File: src/include/ppc_pkg.sv
// Shared constants for the port power controller pin logic
package ppc_pkg;
    // Register byte offsets
    localparam logic [7:0] OFS_CTRL = 8'h00;
    localparam logic [7:0] OFS_STATUS = 8'h04;
    localparam logic [7:0] OFS_IRQ_STAT = 8'h08;
    localparam logic [7:0] OFS_IRQ_MASK = 8'h0C;

    // Control register fields: set bits OR'd with the matching pins; CTRL_DET_EN has no pin
    localparam int CTRL_EN_SET = 0;
    localparam int CTRL_M1_SET = 1;
    localparam int CTRL_M2_SET = 2;
    localparam int CTRL_EMU_SET = 3;
    localparam int CTRL_DET_EN = 4;
    localparam int CTRL_W = 5;
    localparam logic [4:0] CTRL_RST = 5'h00;

    // Status register fields
    localparam int ST_EFF_EN = 0;
    localparam int ST_EFF_M1 = 1;
    localparam int ST_EFF_M2 = 2;
    localparam int ST_EFF_EMU = 3;
    localparam int ST_POL = 4;
    localparam int ST_STATE_LO = 5;
    localparam int ST_ATTACH = 7;
    localparam int ST_ERR_PIN = 8;
    localparam int ST_ATT_PIN = 9;
    localparam int ST_CHG_PIN = 10;
    localparam int ST_BUSDATA = 11;

    // Interrupt bits, same layout in status and mask
    localparam int IRQ_ERR = 0;
    localparam int IRQ_ATTACH = 1;
    localparam int IRQ_CHARGE = 2;
    localparam int IRQ_ACTIVE = 3;
    localparam int IRQ_W = 4;
    localparam logic [3:0] IRQ_MASK_RST = 4'h0;

    // AXI responses
    localparam logic [1:0] RESP_OKAY = 2'h0;
    localparam logic [1:0] RESP_SLVERR = 2'h2;

    // Timing
    localparam int CLK_PERIOD_NS = 40;
    localparam int T_DET_QUAL_US = 200;
    localparam int DET_QUAL_CYC = (T_DET_QUAL_US * 1000 + CLK_PERIOD_NS - 1) / CLK_PERIOD_NS;
    localparam int T_GLITCH_NS = 120;
    localparam int GLITCH_CYC = (T_GLITCH_NS + CLK_PERIOD_NS - 1) / CLK_PERIOD_NS;

    // Power states
    typedef enum logic [1:0] {
        PPC_SLEEP,
        PPC_DETECT,
        PPC_ACTIVE
    } ppc_state_t;
endpackage

File: src/ppc_pin_ctrl.sv
// Contract
// - Error alert pulled low on error event
// - Attach flag pulled low while attach flagged
// - Charging flag pulled low while charging active and the port is active
// - Bus variant sleeps until controls or bits activate
// - Busless variant sleeps while controls and CTRL_DET_EN inactive
// - Effective control is pin OR register bit
// - Enable and mode select pins filtered against short glitches
// - Status outputs only low or released
// - Bus data pin open-drain, also sampled
// - Enable polarity latched from select at power-up
// - Attach only after current qualified long enough
//
// The AXI4-Lite interface to the registers and the register addresses were left to the implementer.
`timescale 1ns/1ps

module ppc_pin_ctrl #(
    parameter bit HAS_BUS = 1'b1,
    parameter bit HAS_ATTACH = 1'b1,
    parameter bit HAS_CHARGE = 1'b0,
    parameter int FILT_CYCLES = ppc_pkg::GLITCH_CYC,
    parameter int QUAL_CYCLES = ppc_pkg::DET_QUAL_CYC
) (
    // Clock and reset
    input wire logic aclk,
    input wire logic aresetn,
    // AXI4-Lite write address
    input wire logic [7:0] s_axi_awaddr,
    input wire logic s_axi_awvalid,
    output logic s_axi_awready,
    // AXI4-Lite write data
    input wire logic [31:0] s_axi_wdata,
    input wire logic [3:0] s_axi_wstrb,
    input wire logic s_axi_wvalid,
    output logic s_axi_wready,
    // AXI4-Lite write response
    output logic [1:0] s_axi_bresp,
    output logic s_axi_bvalid,
    input wire logic s_axi_bready,
    // AXI4-Lite read address
    input wire logic [7:0] s_axi_araddr,
    input wire logic s_axi_arvalid,
    output logic s_axi_arready,
    // AXI4-Lite read data
    output logic [31:0] s_axi_rdata,
    output logic [1:0] s_axi_rresp,
    output logic s_axi_rvalid,
    input wire logic s_axi_rready,
    // Control pins
    input wire logic port_switch_enable,
    input wire logic polarity_select,
    input wire logic mode_select_1,
    input wire logic mode_select_2,
    input wire logic emulation_mode_select,
    // Analog side events
    input wire logic error_event,
    input wire logic port_current_high,
    input wire logic charging_active,
    // Error alert open-drain pin
    input wire logic error_flag_n_in,
    output logic error_flag_n_out,
    output logic error_flag_n_oe,
    // Attach open-drain pin
    input wire logic attach_flag_n_in,
    output logic attach_flag_n_out,
    output logic attach_flag_n_oe,
    // Charging open-drain pin
    input wire logic charging_flag_n_in,
    output logic charging_flag_n_out,
    output logic charging_flag_n_oe,
    // Management bus data pin
    input wire logic bus_data_in,
    output logic bus_data_out,
    output logic bus_data_oe,
    input wire logic bus_data_pull_low,
    output logic bus_data_rx,
    // Power state and interrupt
    output logic port_active,
    output logic irq
);

    localparam int NIN = 4;

    // Refuse settings the counters cannot serve
    if (FILT_CYCLES < 1 || FILT_CYCLES > 255) begin : g_bad_filt
        $error("FILT_CYCLES out of range");
    end
    if (QUAL_CYCLES < 1 || QUAL_CYCLES > 65535) begin : g_bad_qual
        $error("QUAL_CYCLES out of range");
    end

    // Byte offset match on an aligned word
    function automatic logic ofs_hit(input logic [7:0] addr, input logic [7:0] ofs);
        ofs_hit = (addr[7:2] == ofs[7:2]);
    endfunction

    // Offset belongs to the map
    function automatic logic ofs_mapped(input logic [7:0] addr);
        ofs_mapped = ofs_hit(addr, ppc_pkg::OFS_CTRL) || ofs_hit(addr, ppc_pkg::OFS_STATUS)
            || ofs_hit(addr, ppc_pkg::OFS_IRQ_STAT) || ofs_hit(addr, ppc_pkg::OFS_IRQ_MASK);
    endfunction

    logic [NIN-1:0] raw_pins;
    logic [NIN-1:0] filt_ff;
    logic [7:0] filt_cnt_ff [NIN];
    logic pol_ff;
    logic pol_done_ff;
    logic [ppc_pkg::CTRL_W-1:0] ctrl_ff;
    logic [ppc_pkg::IRQ_W-1:0] irq_stat_ff;
    logic [ppc_pkg::IRQ_W-1:0] irq_mask_ff;
    ppc_pkg::ppc_state_t state_ff;
    ppc_pkg::ppc_state_t nxt_state;
    logic [15:0] qual_cnt_ff;
    logic attach_ff;
    logic charging_ff;
    logic en_pin_dec;
    logic eff_en;
    logic eff_m1;
    logic eff_m2;
    logic eff_emu;
    logic run_ok;
    logic chg_now;
    logic [ppc_pkg::IRQ_W-1:0] irq_set;
    logic [ppc_pkg::IRQ_W-1:0] irq_clr;
    logic aw_got_ff;
    logic w_got_ff;
    logic [7:0] awaddr_ff;
    logic [31:0] wdata_ff;
    logic [3:0] wstrb_ff;
    logic wr_fire;
    logic [31:0] status_word;

    assign raw_pins = {emulation_mode_select, mode_select_2, mode_select_1, port_switch_enable};

    // Accept a new pin level only after it held steady for the window
    always_ff @(posedge aclk) begin
        for (int i = 0; i < NIN; i++) begin
            if (!aresetn) begin
                filt_ff[i] <= 1'b0;
                filt_cnt_ff[i] <= 8'h00;
            end else if (raw_pins[i] == filt_ff[i]) begin
                filt_cnt_ff[i] <= 8'h00;
            end else if (filt_cnt_ff[i] >= 8'(FILT_CYCLES - 1)) begin
                filt_ff[i] <= raw_pins[i];
                filt_cnt_ff[i] <= 8'h00;
            end else begin
                filt_cnt_ff[i] <= filt_cnt_ff[i] + 8'h01;
            end
        end
    end

    // Polarity caught once at the first edge after release; later changes ignored
    always_ff @(posedge aclk) begin
        if (!aresetn) begin
            pol_done_ff <= 1'b0;
            pol_ff <= 1'b0;
        end else if (!pol_done_ff) begin
            pol_done_ff <= 1'b1;
            pol_ff <= polarity_select;
        end
    end

    // Decode pin polarity first so a set register bit always enables
    assign en_pin_dec = pol_done_ff && (filt_ff[0] == pol_ff);
    assign eff_en = en_pin_dec || (HAS_BUS && ctrl_ff[ppc_pkg::CTRL_EN_SET]);
    assign eff_m1 = filt_ff[1] || (HAS_BUS && ctrl_ff[ppc_pkg::CTRL_M1_SET]);
    assign eff_m2 = filt_ff[2] || (HAS_BUS && ctrl_ff[ppc_pkg::CTRL_M2_SET]);
    assign eff_emu = filt_ff[3] || (HAS_BUS && ctrl_ff[ppc_pkg::CTRL_EMU_SET]);
    // Busless parts see only pins, so nothing else can make them active
    assign run_ok = eff_en && (eff_m1 || eff_m2 || eff_emu);

    // Power state selection
    always_comb begin
        nxt_state = state_ff;
        case (state_ff)
            ppc_pkg::PPC_SLEEP, ppc_pkg::PPC_DETECT: begin
                if (run_ok) begin
                    nxt_state = ppc_pkg::PPC_ACTIVE;
                end else if (ctrl_ff[ppc_pkg::CTRL_DET_EN] && HAS_ATTACH) begin
                    nxt_state = ppc_pkg::PPC_DETECT;
                end else begin
                    nxt_state = ppc_pkg::PPC_SLEEP;
                end
            end
            ppc_pkg::PPC_ACTIVE: begin
                if (!run_ok) begin
                    nxt_state = ppc_pkg::PPC_SLEEP;
                end
            end
            default: nxt_state = ppc_pkg::PPC_SLEEP;
        endcase
    end

    always_ff @(posedge aclk) begin
        if (!aresetn) begin
            state_ff <= ppc_pkg::PPC_SLEEP;
        end else begin
            state_ff <= nxt_state;
        end
    end

    // Attach qualification; no sensing while asleep
    always_ff @(posedge aclk) begin
        if (!aresetn) begin
            qual_cnt_ff <= 16'h0000;
            attach_ff <= 1'b0;
        end else if (!HAS_ATTACH || state_ff == ppc_pkg::PPC_SLEEP || !port_current_high) begin
            qual_cnt_ff <= 16'h0000;
            attach_ff <= 1'b0;
        end else if (qual_cnt_ff >= 16'(QUAL_CYCLES)) begin
            attach_ff <= 1'b1;
        end else begin
            qual_cnt_ff <= qual_cnt_ff + 16'h0001;
        end
    end

    // Charging counts only while the port is powered
    assign chg_now = HAS_CHARGE && charging_active && (state_ff == ppc_pkg::PPC_ACTIVE);

    always_ff @(posedge aclk) begin
        if (!aresetn) begin
            charging_ff <= 1'b0;
        end else begin
            charging_ff <= chg_now;
        end
    end

    // Error event level and the rising edges of the other events feed the sticky bits
    always_comb begin
        irq_set = '0;
        irq_set[ppc_pkg::IRQ_ERR] = error_event;
        irq_set[ppc_pkg::IRQ_ATTACH] = (qual_cnt_ff >= 16'(QUAL_CYCLES)) && !attach_ff
            && port_current_high && HAS_ATTACH && (state_ff != ppc_pkg::PPC_SLEEP);
        irq_set[ppc_pkg::IRQ_CHARGE] = chg_now && !charging_ff;
        irq_set[ppc_pkg::IRQ_ACTIVE] = (nxt_state == ppc_pkg::PPC_ACTIVE)
            && (state_ff != ppc_pkg::PPC_ACTIVE);
    end

    // AXI write channels taken independently, response after both
    assign s_axi_awready = !aw_got_ff && !s_axi_bvalid;
    assign s_axi_wready = !w_got_ff && !s_axi_bvalid;
    assign wr_fire = aw_got_ff && w_got_ff && !s_axi_bvalid;

    always_ff @(posedge aclk) begin
        if (!aresetn) begin
            aw_got_ff <= 1'b0;
            awaddr_ff <= 8'h00;
        end else if (s_axi_awvalid && s_axi_awready) begin
            aw_got_ff <= 1'b1;
            awaddr_ff <= s_axi_awaddr;
        end else if (wr_fire) begin
            aw_got_ff <= 1'b0;
        end
    end

    always_ff @(posedge aclk) begin
        if (!aresetn) begin
            w_got_ff <= 1'b0;
            wdata_ff <= 32'h00000000;
            wstrb_ff <= 4'h0;
        end else if (s_axi_wvalid && s_axi_wready) begin
            w_got_ff <= 1'b1;
            wdata_ff <= s_axi_wdata;
            wstrb_ff <= s_axi_wstrb;
        end else if (wr_fire) begin
            w_got_ff <= 1'b0;
        end
    end

    // Write response; unmapped offsets answer SLVERR
    always_ff @(posedge aclk) begin
        if (!aresetn) begin
            s_axi_bvalid <= 1'b0;
            s_axi_bresp <= ppc_pkg::RESP_OKAY;
        end else if (wr_fire) begin
            s_axi_bvalid <= 1'b1;
            s_axi_bresp <= ofs_mapped(awaddr_ff) ? ppc_pkg::RESP_OKAY : ppc_pkg::RESP_SLVERR;
        end else if (s_axi_bready) begin
            s_axi_bvalid <= 1'b0;
        end
    end

    // Control and mask writes; all fields sit in byte lane 0
    always_ff @(posedge aclk) begin
        if (!aresetn) begin
            ctrl_ff <= ppc_pkg::CTRL_RST;
            irq_mask_ff <= ppc_pkg::IRQ_MASK_RST;
        end else if (wr_fire && wstrb_ff[0]) begin
            if (ofs_hit(awaddr_ff, ppc_pkg::OFS_CTRL)) begin
                ctrl_ff <= wdata_ff[ppc_pkg::CTRL_W-1:0];
            end
            if (ofs_hit(awaddr_ff, ppc_pkg::OFS_IRQ_MASK)) begin
                irq_mask_ff <= wdata_ff[ppc_pkg::IRQ_W-1:0];
            end
        end
    end

    // Write one to clear; a new event in the same cycle wins
    assign irq_clr = (wr_fire && wstrb_ff[0] && ofs_hit(awaddr_ff, ppc_pkg::OFS_IRQ_STAT))
        ? wdata_ff[ppc_pkg::IRQ_W-1:0] : '0;

    always_ff @(posedge aclk) begin
        if (!aresetn) begin
            irq_stat_ff <= '0;
        end else begin
            irq_stat_ff <= (irq_stat_ff & ~irq_clr) | irq_set;
        end
    end

    assign irq = |(irq_stat_ff & irq_mask_ff);

    // Status readback
    always_comb begin
        status_word = 32'h00000000;
        status_word[ppc_pkg::ST_EFF_EN] = eff_en;
        status_word[ppc_pkg::ST_EFF_M1] = eff_m1;
        status_word[ppc_pkg::ST_EFF_M2] = eff_m2;
        status_word[ppc_pkg::ST_EFF_EMU] = eff_emu;
        status_word[ppc_pkg::ST_POL] = pol_ff;
        status_word[ppc_pkg::ST_STATE_LO +: 2] = state_ff;
        status_word[ppc_pkg::ST_ATTACH] = attach_ff;
        status_word[ppc_pkg::ST_ERR_PIN] = error_flag_n_in;
        status_word[ppc_pkg::ST_ATT_PIN] = attach_flag_n_in;
        status_word[ppc_pkg::ST_CHG_PIN] = charging_flag_n_in;
        status_word[ppc_pkg::ST_BUSDATA] = bus_data_rx;
    end

    // One read at a time; data one cycle after the address
    assign s_axi_arready = !s_axi_rvalid;

    always_ff @(posedge aclk) begin
        if (!aresetn) begin
            s_axi_rvalid <= 1'b0;
            s_axi_rdata <= 32'h00000000;
            s_axi_rresp <= ppc_pkg::RESP_OKAY;
        end else if (s_axi_arvalid && s_axi_arready) begin
            s_axi_rvalid <= 1'b1;
            s_axi_rresp <= ppc_pkg::RESP_OKAY;
            if (ofs_hit(s_axi_araddr, ppc_pkg::OFS_CTRL)) begin
                s_axi_rdata <= {{(32 - ppc_pkg::CTRL_W){1'b0}}, ctrl_ff};
            end else if (ofs_hit(s_axi_araddr, ppc_pkg::OFS_STATUS)) begin
                s_axi_rdata <= status_word;
            end else if (ofs_hit(s_axi_araddr, ppc_pkg::OFS_IRQ_STAT)) begin
                s_axi_rdata <= {{(32 - ppc_pkg::IRQ_W){1'b0}}, irq_stat_ff};
            end else if (ofs_hit(s_axi_araddr, ppc_pkg::OFS_IRQ_MASK)) begin
                s_axi_rdata <= {{(32 - ppc_pkg::IRQ_W){1'b0}}, irq_mask_ff};
            end else begin
                s_axi_rdata <= 32'h00000000;
                s_axi_rresp <= ppc_pkg::RESP_SLVERR;
            end
        end else if (s_axi_rready) begin
            s_axi_rvalid <= 1'b0;
        end
    end

    // Open-drain drivers: data always low, only the enable moves
    always_ff @(posedge aclk) begin
        if (!aresetn) begin
            error_flag_n_oe <= 1'b0;
            attach_flag_n_oe <= 1'b0;
            charging_flag_n_oe <= 1'b0;
            bus_data_oe <= 1'b0;
            bus_data_rx <= 1'b1;
            port_active <= 1'b0;
        end else begin
            error_flag_n_oe <= irq_stat_ff[ppc_pkg::IRQ_ERR];
            attach_flag_n_oe <= HAS_ATTACH && attach_ff;
            charging_flag_n_oe <= charging_ff;
            bus_data_oe <= HAS_BUS && bus_data_pull_low;
            bus_data_rx <= bus_data_in;
            port_active <= (state_ff == ppc_pkg::PPC_ACTIVE);
        end
    end

    // Never drive high; pull-ups give the idle level
    assign error_flag_n_out = 1'b0;
    assign attach_flag_n_out = 1'b0;
    assign charging_flag_n_out = 1'b0;
    assign bus_data_out = 1'b0;

endmodule

File: config.mk
export PLATFORM = sky130hd
export DESIGN_NAME = ppc_pin_ctrl
export DESIGN_NICKNAME = d
export VERILOG_FILES = /design/src/include/ppc_pkg.sv /design/src/ppc_pin_ctrl.sv
export SDC_FILE = /design/constraint.sdc
export NUM_CORES = 1
export LEC_CHECK = 0
export ABC_AREA = 1
export BUFFER_PORTS_ARGS = -buffer_cell sky130_fd_sc_hd__buf_2
export CAP_MARGIN = 10
export CELL_PAD_IN_SITES_DETAIL_PLACEMENT = 0
export CELL_PAD_IN_SITES_GLOBAL_PLACEMENT = 2
export CORE_ASPECT_RATIO = 2
export CORE_UTILIZATION = 30
export CTS_BUF_LIST = sky130_fd_sc_hd__clkbuf_2 sky130_fd_sc_hd__clkbuf_4 sky130_fd_sc_hd__clkbuf_8
export DETAILED_ROUTE_END_ITERATION = 8
export GPL_ROUTABILITY_DRIVEN = 0
export HOLD_SLACK_MARGIN = 0.05
export PLACE_DENSITY = 0.86
export SYNTH_ARGS = -nofsm -noshare
export SYNTH_HDL_FRONTEND = slang
export SYNTH_SLANG_ARGS = --single-unit
export TNS_END_PERCENT = 100
File: constraint.sdc
create_clock -name aclk -period 2.5 [get_ports aclk]
set_clock_uncertainty 0.2 [all_clocks]
set_input_delay 0.625 -clock aclk [delete_from_list [all_inputs] [get_ports aclk]]
set_output_delay 0.625 -clock aclk [all_outputs]
set_load 0.1 [all_outputs]
==> results.json, run 1 <==
{
  "slew_headroom": 0.613,
  "finalSetupViolations": 0,
  "synth_top_area_cell": "dfxtp_1",
  "cts_root_buf": "clkbuf_8",
  "cts_made_buffers": 9,
  "firstDrtPassIters": 4,
  "cts_hold_buf": 0,
  "vias": 3768,
  "total_power_w": 0.00344,
  "ys_ff_latch": 105,
  "grt.total_usage": 0.133,
  "max_stage_delay_ns": 0.42,
  "dpl_worst_slack_ns": 0.406,
  "synth.top_cell.area_share": 0.312,
  "leakagePower_nw": 2.40,
  "synth.distinct_cells": 33,
  "rrSetupSlack_ns": 0.70,
  "power.density_nw_per_um2": 624,
  "period_needed_ns": 2.19,
  "grt_max_degree": 31,
  "die_w_um": 90.3,
  "post_cts_buffers": 0,
  "drive_gt1_frac": 0.146,
  "worst_pin_slew_ns": 0.580,
  "tns_ns": 0,
  "htreeDepth": 3,
  "start_util": 0.306,
  "ir_drop_v": 0.000226,
  "route.detailed.drc": 0,
  "synth_area_per_cell_um2": 8.21,
  "synth_area_leaders": "dfxtp_1 (31%), edfxtp_1 (21%), nand2_1 (8.5%), nor2_1 (8.2%), buf_4 (4.3%)",
  "fin_crit_sh": 0.876,
  "antenna_found_initial": 0,
  "wl_per_cell_um": 11.4,
  "drv_cap": 0,
  "layout.nets": 769,
  "die_h_um": 179,
  "hp-class": "flip-flop to flip-flop",
  "viasPerCell": 4.23,
  "grt_pass1_vias": 3710,
  "endpoint_kind": "output port",
  "clock_sinks": 105,
  "cts_tree": "built",
  "core_um2": 15300,
  "syn_inst": 570,
  "place_hpwl_um": 8000,
  "routed_wl_um": 10100,
  "synthArstFlopShare": 0,
  "layout.cells.non_filler": 890,
  "status": "finished clean",
  "dp_cells": 874,
  "antenna_cells": 0,
  "required_ns": 1.67,
  "post_cts_resized": 0,
  "rsz0062_at_grt": "no",
  "gr-total-overflow": 0,
  "io_pins": 124,
  "slowest_stage": "dfxtp_1",
  "cp-start-kind": "flip-flop",
  "clock.fmax_mhz": 457,
  "postRouteAntennaNets": 0,
  "post-route-util": 0.360,
  "ys.flop_type": "dfxtp_1",
  "path_class": "flip-flop to output port",
  "synth_edf_count": 32,
  "slew_viol_final": 0,
  "clk_latency_ns": 0.36,
  "worstPathArrival_ns": 1.36,
  "io_buffers": 61,
  "worstPathMaxFanout": 4,
  "fin_ws_ns": 0.311,
  "die_area_um2": 16100,
  "netlist_area_um2": 4680,
  "clkSlewWorstSetupHoldPaths_ns": 0.10,
  "finalHoldViolCount": 0,
  "drt_iter0_markers": 88,
  "ys_seq_area_frac": 0.517,
  "cp_cell_sequence": "nand2_1, nand4_1, buf_2",
  "area_growth_pct": 17.7,
  "clockBufferDepth": 2,
  "ys_warn_count": 0,
  "grt_pass1_wl_um": 16800,
  "rows": 64
}
[final timing paths]
check	from	endpoint	depth (start not counted)
min reg2reg	qual_cnt_ff[14]$_SDFFE_PP0N_	qual_cnt_ff[14]$_SDFFE_PP0N_	2
max reg2reg	qual_cnt_ff[0]$_SDFFE_PP0N_	qual_cnt_ff[12]$_SDFFE_PP0N_	8
max	irq_stat_ff[0]$_SDFF_PN0_	irq	3
min	qual_cnt_ff[14]$_SDFFE_PP0N_	qual_cnt_ff[14]$_SDFFE_PP0N_	2
[synthesized netlist by cell type (7+ instances only)]
| cell type | number |
|---|---|
| nor3_1 | 7 |
| dfxtp_1 | 73 |
| inv_1 | 50 |
| edfxtp_1 | 32 |
| ha_1 | 10 |
| nand2_1 | 106 |
| o21ai_0 | 39 |
| nand4_1 | 7 |
| buf_4 | 27 |
| nand3_1 | 32 |
| a21oi_1 | 36 |
| nor2_1 | 102 |
[worst max-delay path, delay by kind of cell (launching register included)]
kind,cells,cell delay [ns]
flip-flops,1,0.42
buffers and inverters,1,0.42
AND/OR/NAND/NOR,2,0.16
[state kept, by name, indices dropped and copies added, names as in the netlist, 2 cells and up]
signal,count
s_axi_rdata,12
ctrl_ff,5
qual_cnt_ff,16
filt_cnt_ff,32
state_ff,2
filt_ff,4
irq_mask_ff,4
wdata_ff,5
awaddr_ff,6
irq_stat_ff,4
[logic make-up after synthesis]
family | after synthesis | share of synthesized area
other | 2 | 0.00160
xor gates and xnor gates | 8 | 0.0150
DFF | 105 | 0.517
AOI/OAI and AO/OA | 84 | 0.0951
and+or+nand+nor | 272 | 0.248
buffers and inverters | 89 | 0.0962
adders and majority gates | 10 | 0.0267
[report_power, final]
part / switching [W] / leakage (nW) / total, W / internal, W
combinational: 0.000439 / 1.39 / 0.000528 / 0.0000893
sequential: 0.0000449 / 0.916 / 0.00188 / 0.00183
clock: 0.000566 / 0.0948 / 0.00103 / 0.000468
total: 0.00105 / 2.40 / 0.00344 / 0.00239
[placed cells by master (no fill, tap or decap), drive strengths merged, types with 7 or more instances in the layout]
cell and count:
nand3 32, conb 79, ha 10, dfxtp 73, nand4 7, o21ai 39, clkbuf 10, nor3 9
buf 65, nor2 105, inv 50, a21oi 40, edfxtp 32, nand2 113
[per-layer routing]
metal	share of wire	GRT usage	wire, um
met5	0	0	0
met4	0.015	0.0558	156
met3	0.027	0.0237	278
met2	0.58	0.278	5860
met1	0.38	0.123	3820
[area by class of cell]
cell class / instances / area [um2]
Clock buffer: 10 / 131
Multi-Input combinational cell: 453 / 2110
Tap cell: 198 / 248
Fill cell: 1642 / 9780
Timing Repair Buffer: 65 / 335
Clock inverter: 6 / 58.8
Inverter: 53 / 203
Sequential cell: 105 / 2420
[stage by stage]
step	area, um2	hold WS, ns
6_report	5510	0.229
5_1_grt	5510	0.237
4_1_cts	5510	0.215
3_5_place_dp	5320	0.217
3_3_place_gp	5320	0.215
2_1_floorplan	4990	0.208
Power figures use the tool's default switching activity.
==> inputs of run 2 (changes only) <==
--- a/config.mk
+++ b/config.mk
@@ -6,7 +6,7 @@
 export NUM_CORES = 1
 export LEC_CHECK = 0
 export ABC_AREA = 1
-export BUFFER_PORTS_ARGS = -buffer_cell sky130_fd_sc_hd__buf_2
+export BUFFER_PORTS_ARGS = -buffer_cell sky130_fd_sc_hd__buf_4
 export CAP_MARGIN = 10
 export CELL_PAD_IN_SITES_DETAIL_PLACEMENT = 0
 export CELL_PAD_IN_SITES_GLOBAL_PLACEMENT = 2
==> run 2 against run 1 <==
  * Clock-buffer cell count up 2
  * Die area is the same
  * Via count shrank 0.32%
  * Wire length fell by 0.36%
  * Fmax rose by 6.2%
  * Critical endpoint unchanged
  * Core utilization increased by 1.2 points
  * Hold slack hardly changed
==> results.json, run 2 (synthesized netlist as in run 1, its figures left out) <==
{
  "area_growth_pct": 21.6,
  "gr-total-overflow": 0,
  "worstHoldEndpoint": "qual_cnt_ff[14]$_SDFFE_PP0N_",
  "finalSetupViolations": 0,
  "grt.total_usage": 0.130,
  "die_w_um": 90.3,
  "place_hpwl_um": 7910,
  "endpoint_kind": "output port",
  "grt_pass1_vias": 3704,
  "vias": 3756,
  "reg2reg_depth": 6,
  "cts_tree": "built",
  "regMostFlops": "filt_cnt_ff",
  "grt_max_degree": 33,
  "largest_reg_flops": 32,
  "clk_latency_ns": 0.36,
  "io_buffers": 61,
  "tns_ns": 0,
  "slew_headroom": 0.584,
  "finalHoldViolCount": 0,
  "status": "finished clean",
  "post_cts_resized": 0,
  "htreeDepth": 3,
  "drv_cap": 0,
  "cp-start-kind": "flip-flop",
  "total_power_w": 0.00361,
  "fin_crit_sh": 0.824,
  "ir_drop_v": 0.000257,
  "top_regs": "filt_cnt_ff (32), qual_cnt_ff (16), s_axi_rdata (12)",
  "rows": 64,
  "slew_viol_final": 0,
  "clockBufferDepth": 2,
  "hp-class": "flip-flop to flip-flop",
  "final_cell_mix": "nand2_1 (106), nor2_1 (100), conb_1 (79)",
  "clock_sinks": 105,
  "route.detailed.drc": 0,
  "antenna_cells": 0,
  "r2r-end": "qual_cnt_ff[4]$_SDFFE_PP0N_",
  "antenna_found_initial": 0,
  "worstHoldStart": "qual_cnt_ff[14]$_SDFFE_PP0N_",
  "postRouteAntennaNets": 0,
  "io_pins": 124,
  "wl_per_cell_um": 11.3,
  "clock.fmax_mhz": 485,
  "worst_pin_slew_ns": 0.623,
  "start_util": 0.306,
  "power.density_nw_per_um2": 633,
  "drive_gt1_frac": 0.148,
  "cts_hold_buf": 0,
  "cts_made_buffers": 9,
  "die_h_um": 179,
  "layout.nets": 768,
  "worstPathArrival_ns": 1.24,
  "leakagePower_nw": 2.46,
  "die_area_um2": 16100,
  "clkSlewWorstSetupHoldPaths_ns": 0.10,
  "required_ns": 1.67,
  "drt_iter0_markers": 104,
  "final_common_cell": "nand2_1",
  "period_needed_ns": 2.06,
  "viasPerCell": 4.22,
  "rrSetupSlack_ns": 0.68,
  "cts_root_buf": "clkbuf_8",
  "routed_wl_um": 10100,
  "startpoint": "irq_stat_ff[0]$_SDFF_PN0_",
  "worstPathMaxFanout": 4,
  "firstDrtPassIters": 4,
  "grt_pass1_wl_um": 16400,
  "rr_startpoint": "qual_cnt_ff[0]$_SDFFE_PP0N_",
  "path_class": "flip-flop to output port",
  "rsz0062_at_grt": "no",
  "hold_depth": 2,
  "post_cts_buffers": 0,
  "core_um2": 15300
}
-- run 2: layer usage --
metal / global-route usage / routed length [um]
met1: 0.117 / 3750
met2: 0.268 / 5720
met3: 0.0250 / 327
met4: 0.0618 / 277
met5: 0 / 0
-- run 2: how the worst max path moves through the flow --
stage                                   end  cells past startpoint
2_1_floorplan   s_axi_rdata[0]$_SDFFE_PN0P_                      6
3_3_place_gp    s_axi_rdata[4]$_SDFFE_PN0P_                      8
3_5_place_dp   s_axi_rdata[10]$_SDFFE_PN0P_                      8
4_1_cts                                 irq                      3
5_1_grt                                 irq                      3
6_report                                irq                      3
-- run 2: critical path, stage by stage (launching register included) --
cell and delay [ns]:
dfxtp_1 0.42, nand2_1 0.08, nand4_1 0.08, buf_4 0.29
-- run 2: area by class of cell --
| class | count | area [um2] |
|---|---|---|
| multi-input cells | 453 | 2110 |
| inverters | 53 | 203 |
| well taps | 198 | 248 |
| repair buffers | 64 | 480 |
| clock buffers | 12 | 153 |
| clock inverters | 4 | 75.1 |
| fillers | 1653 | 9600 |
| flip-flops and latches | 105 | 2420 |
-- run 2: per-stage QoR --
step | cells | setup WS [ns] | util | hold WS, ns | area [um2]
2_1_floorplan | 647 | 0.0549 | - | 0.208 | 4990
3_3_place_gp | 873 | 0.441 | 0.357 | 0.214 | 5470
3_5_place_dp | 873 | 0.421 | 0.357 | 0.217 | 5470
4_1_cts | 889 | 0.394 | 0.372 | 0.215 | 5700
5_1_grt | 889 | 0.333 | 0.372 | 0.238 | 5700
6_report | 889 | 0.439 | 0.372 | 0.229 | 5700
-- run 2: report_power, final --
part / switching (W) / internal (W) / leakage [nW]
clock network: 0.000559 / 0.000619 / 0.118
registers: 0.0000450 / 0.00183 / 0.916
logic: 0.000438 / 0.000114 / 1.42
total: 0.00104 / 0.00257 / 2.46
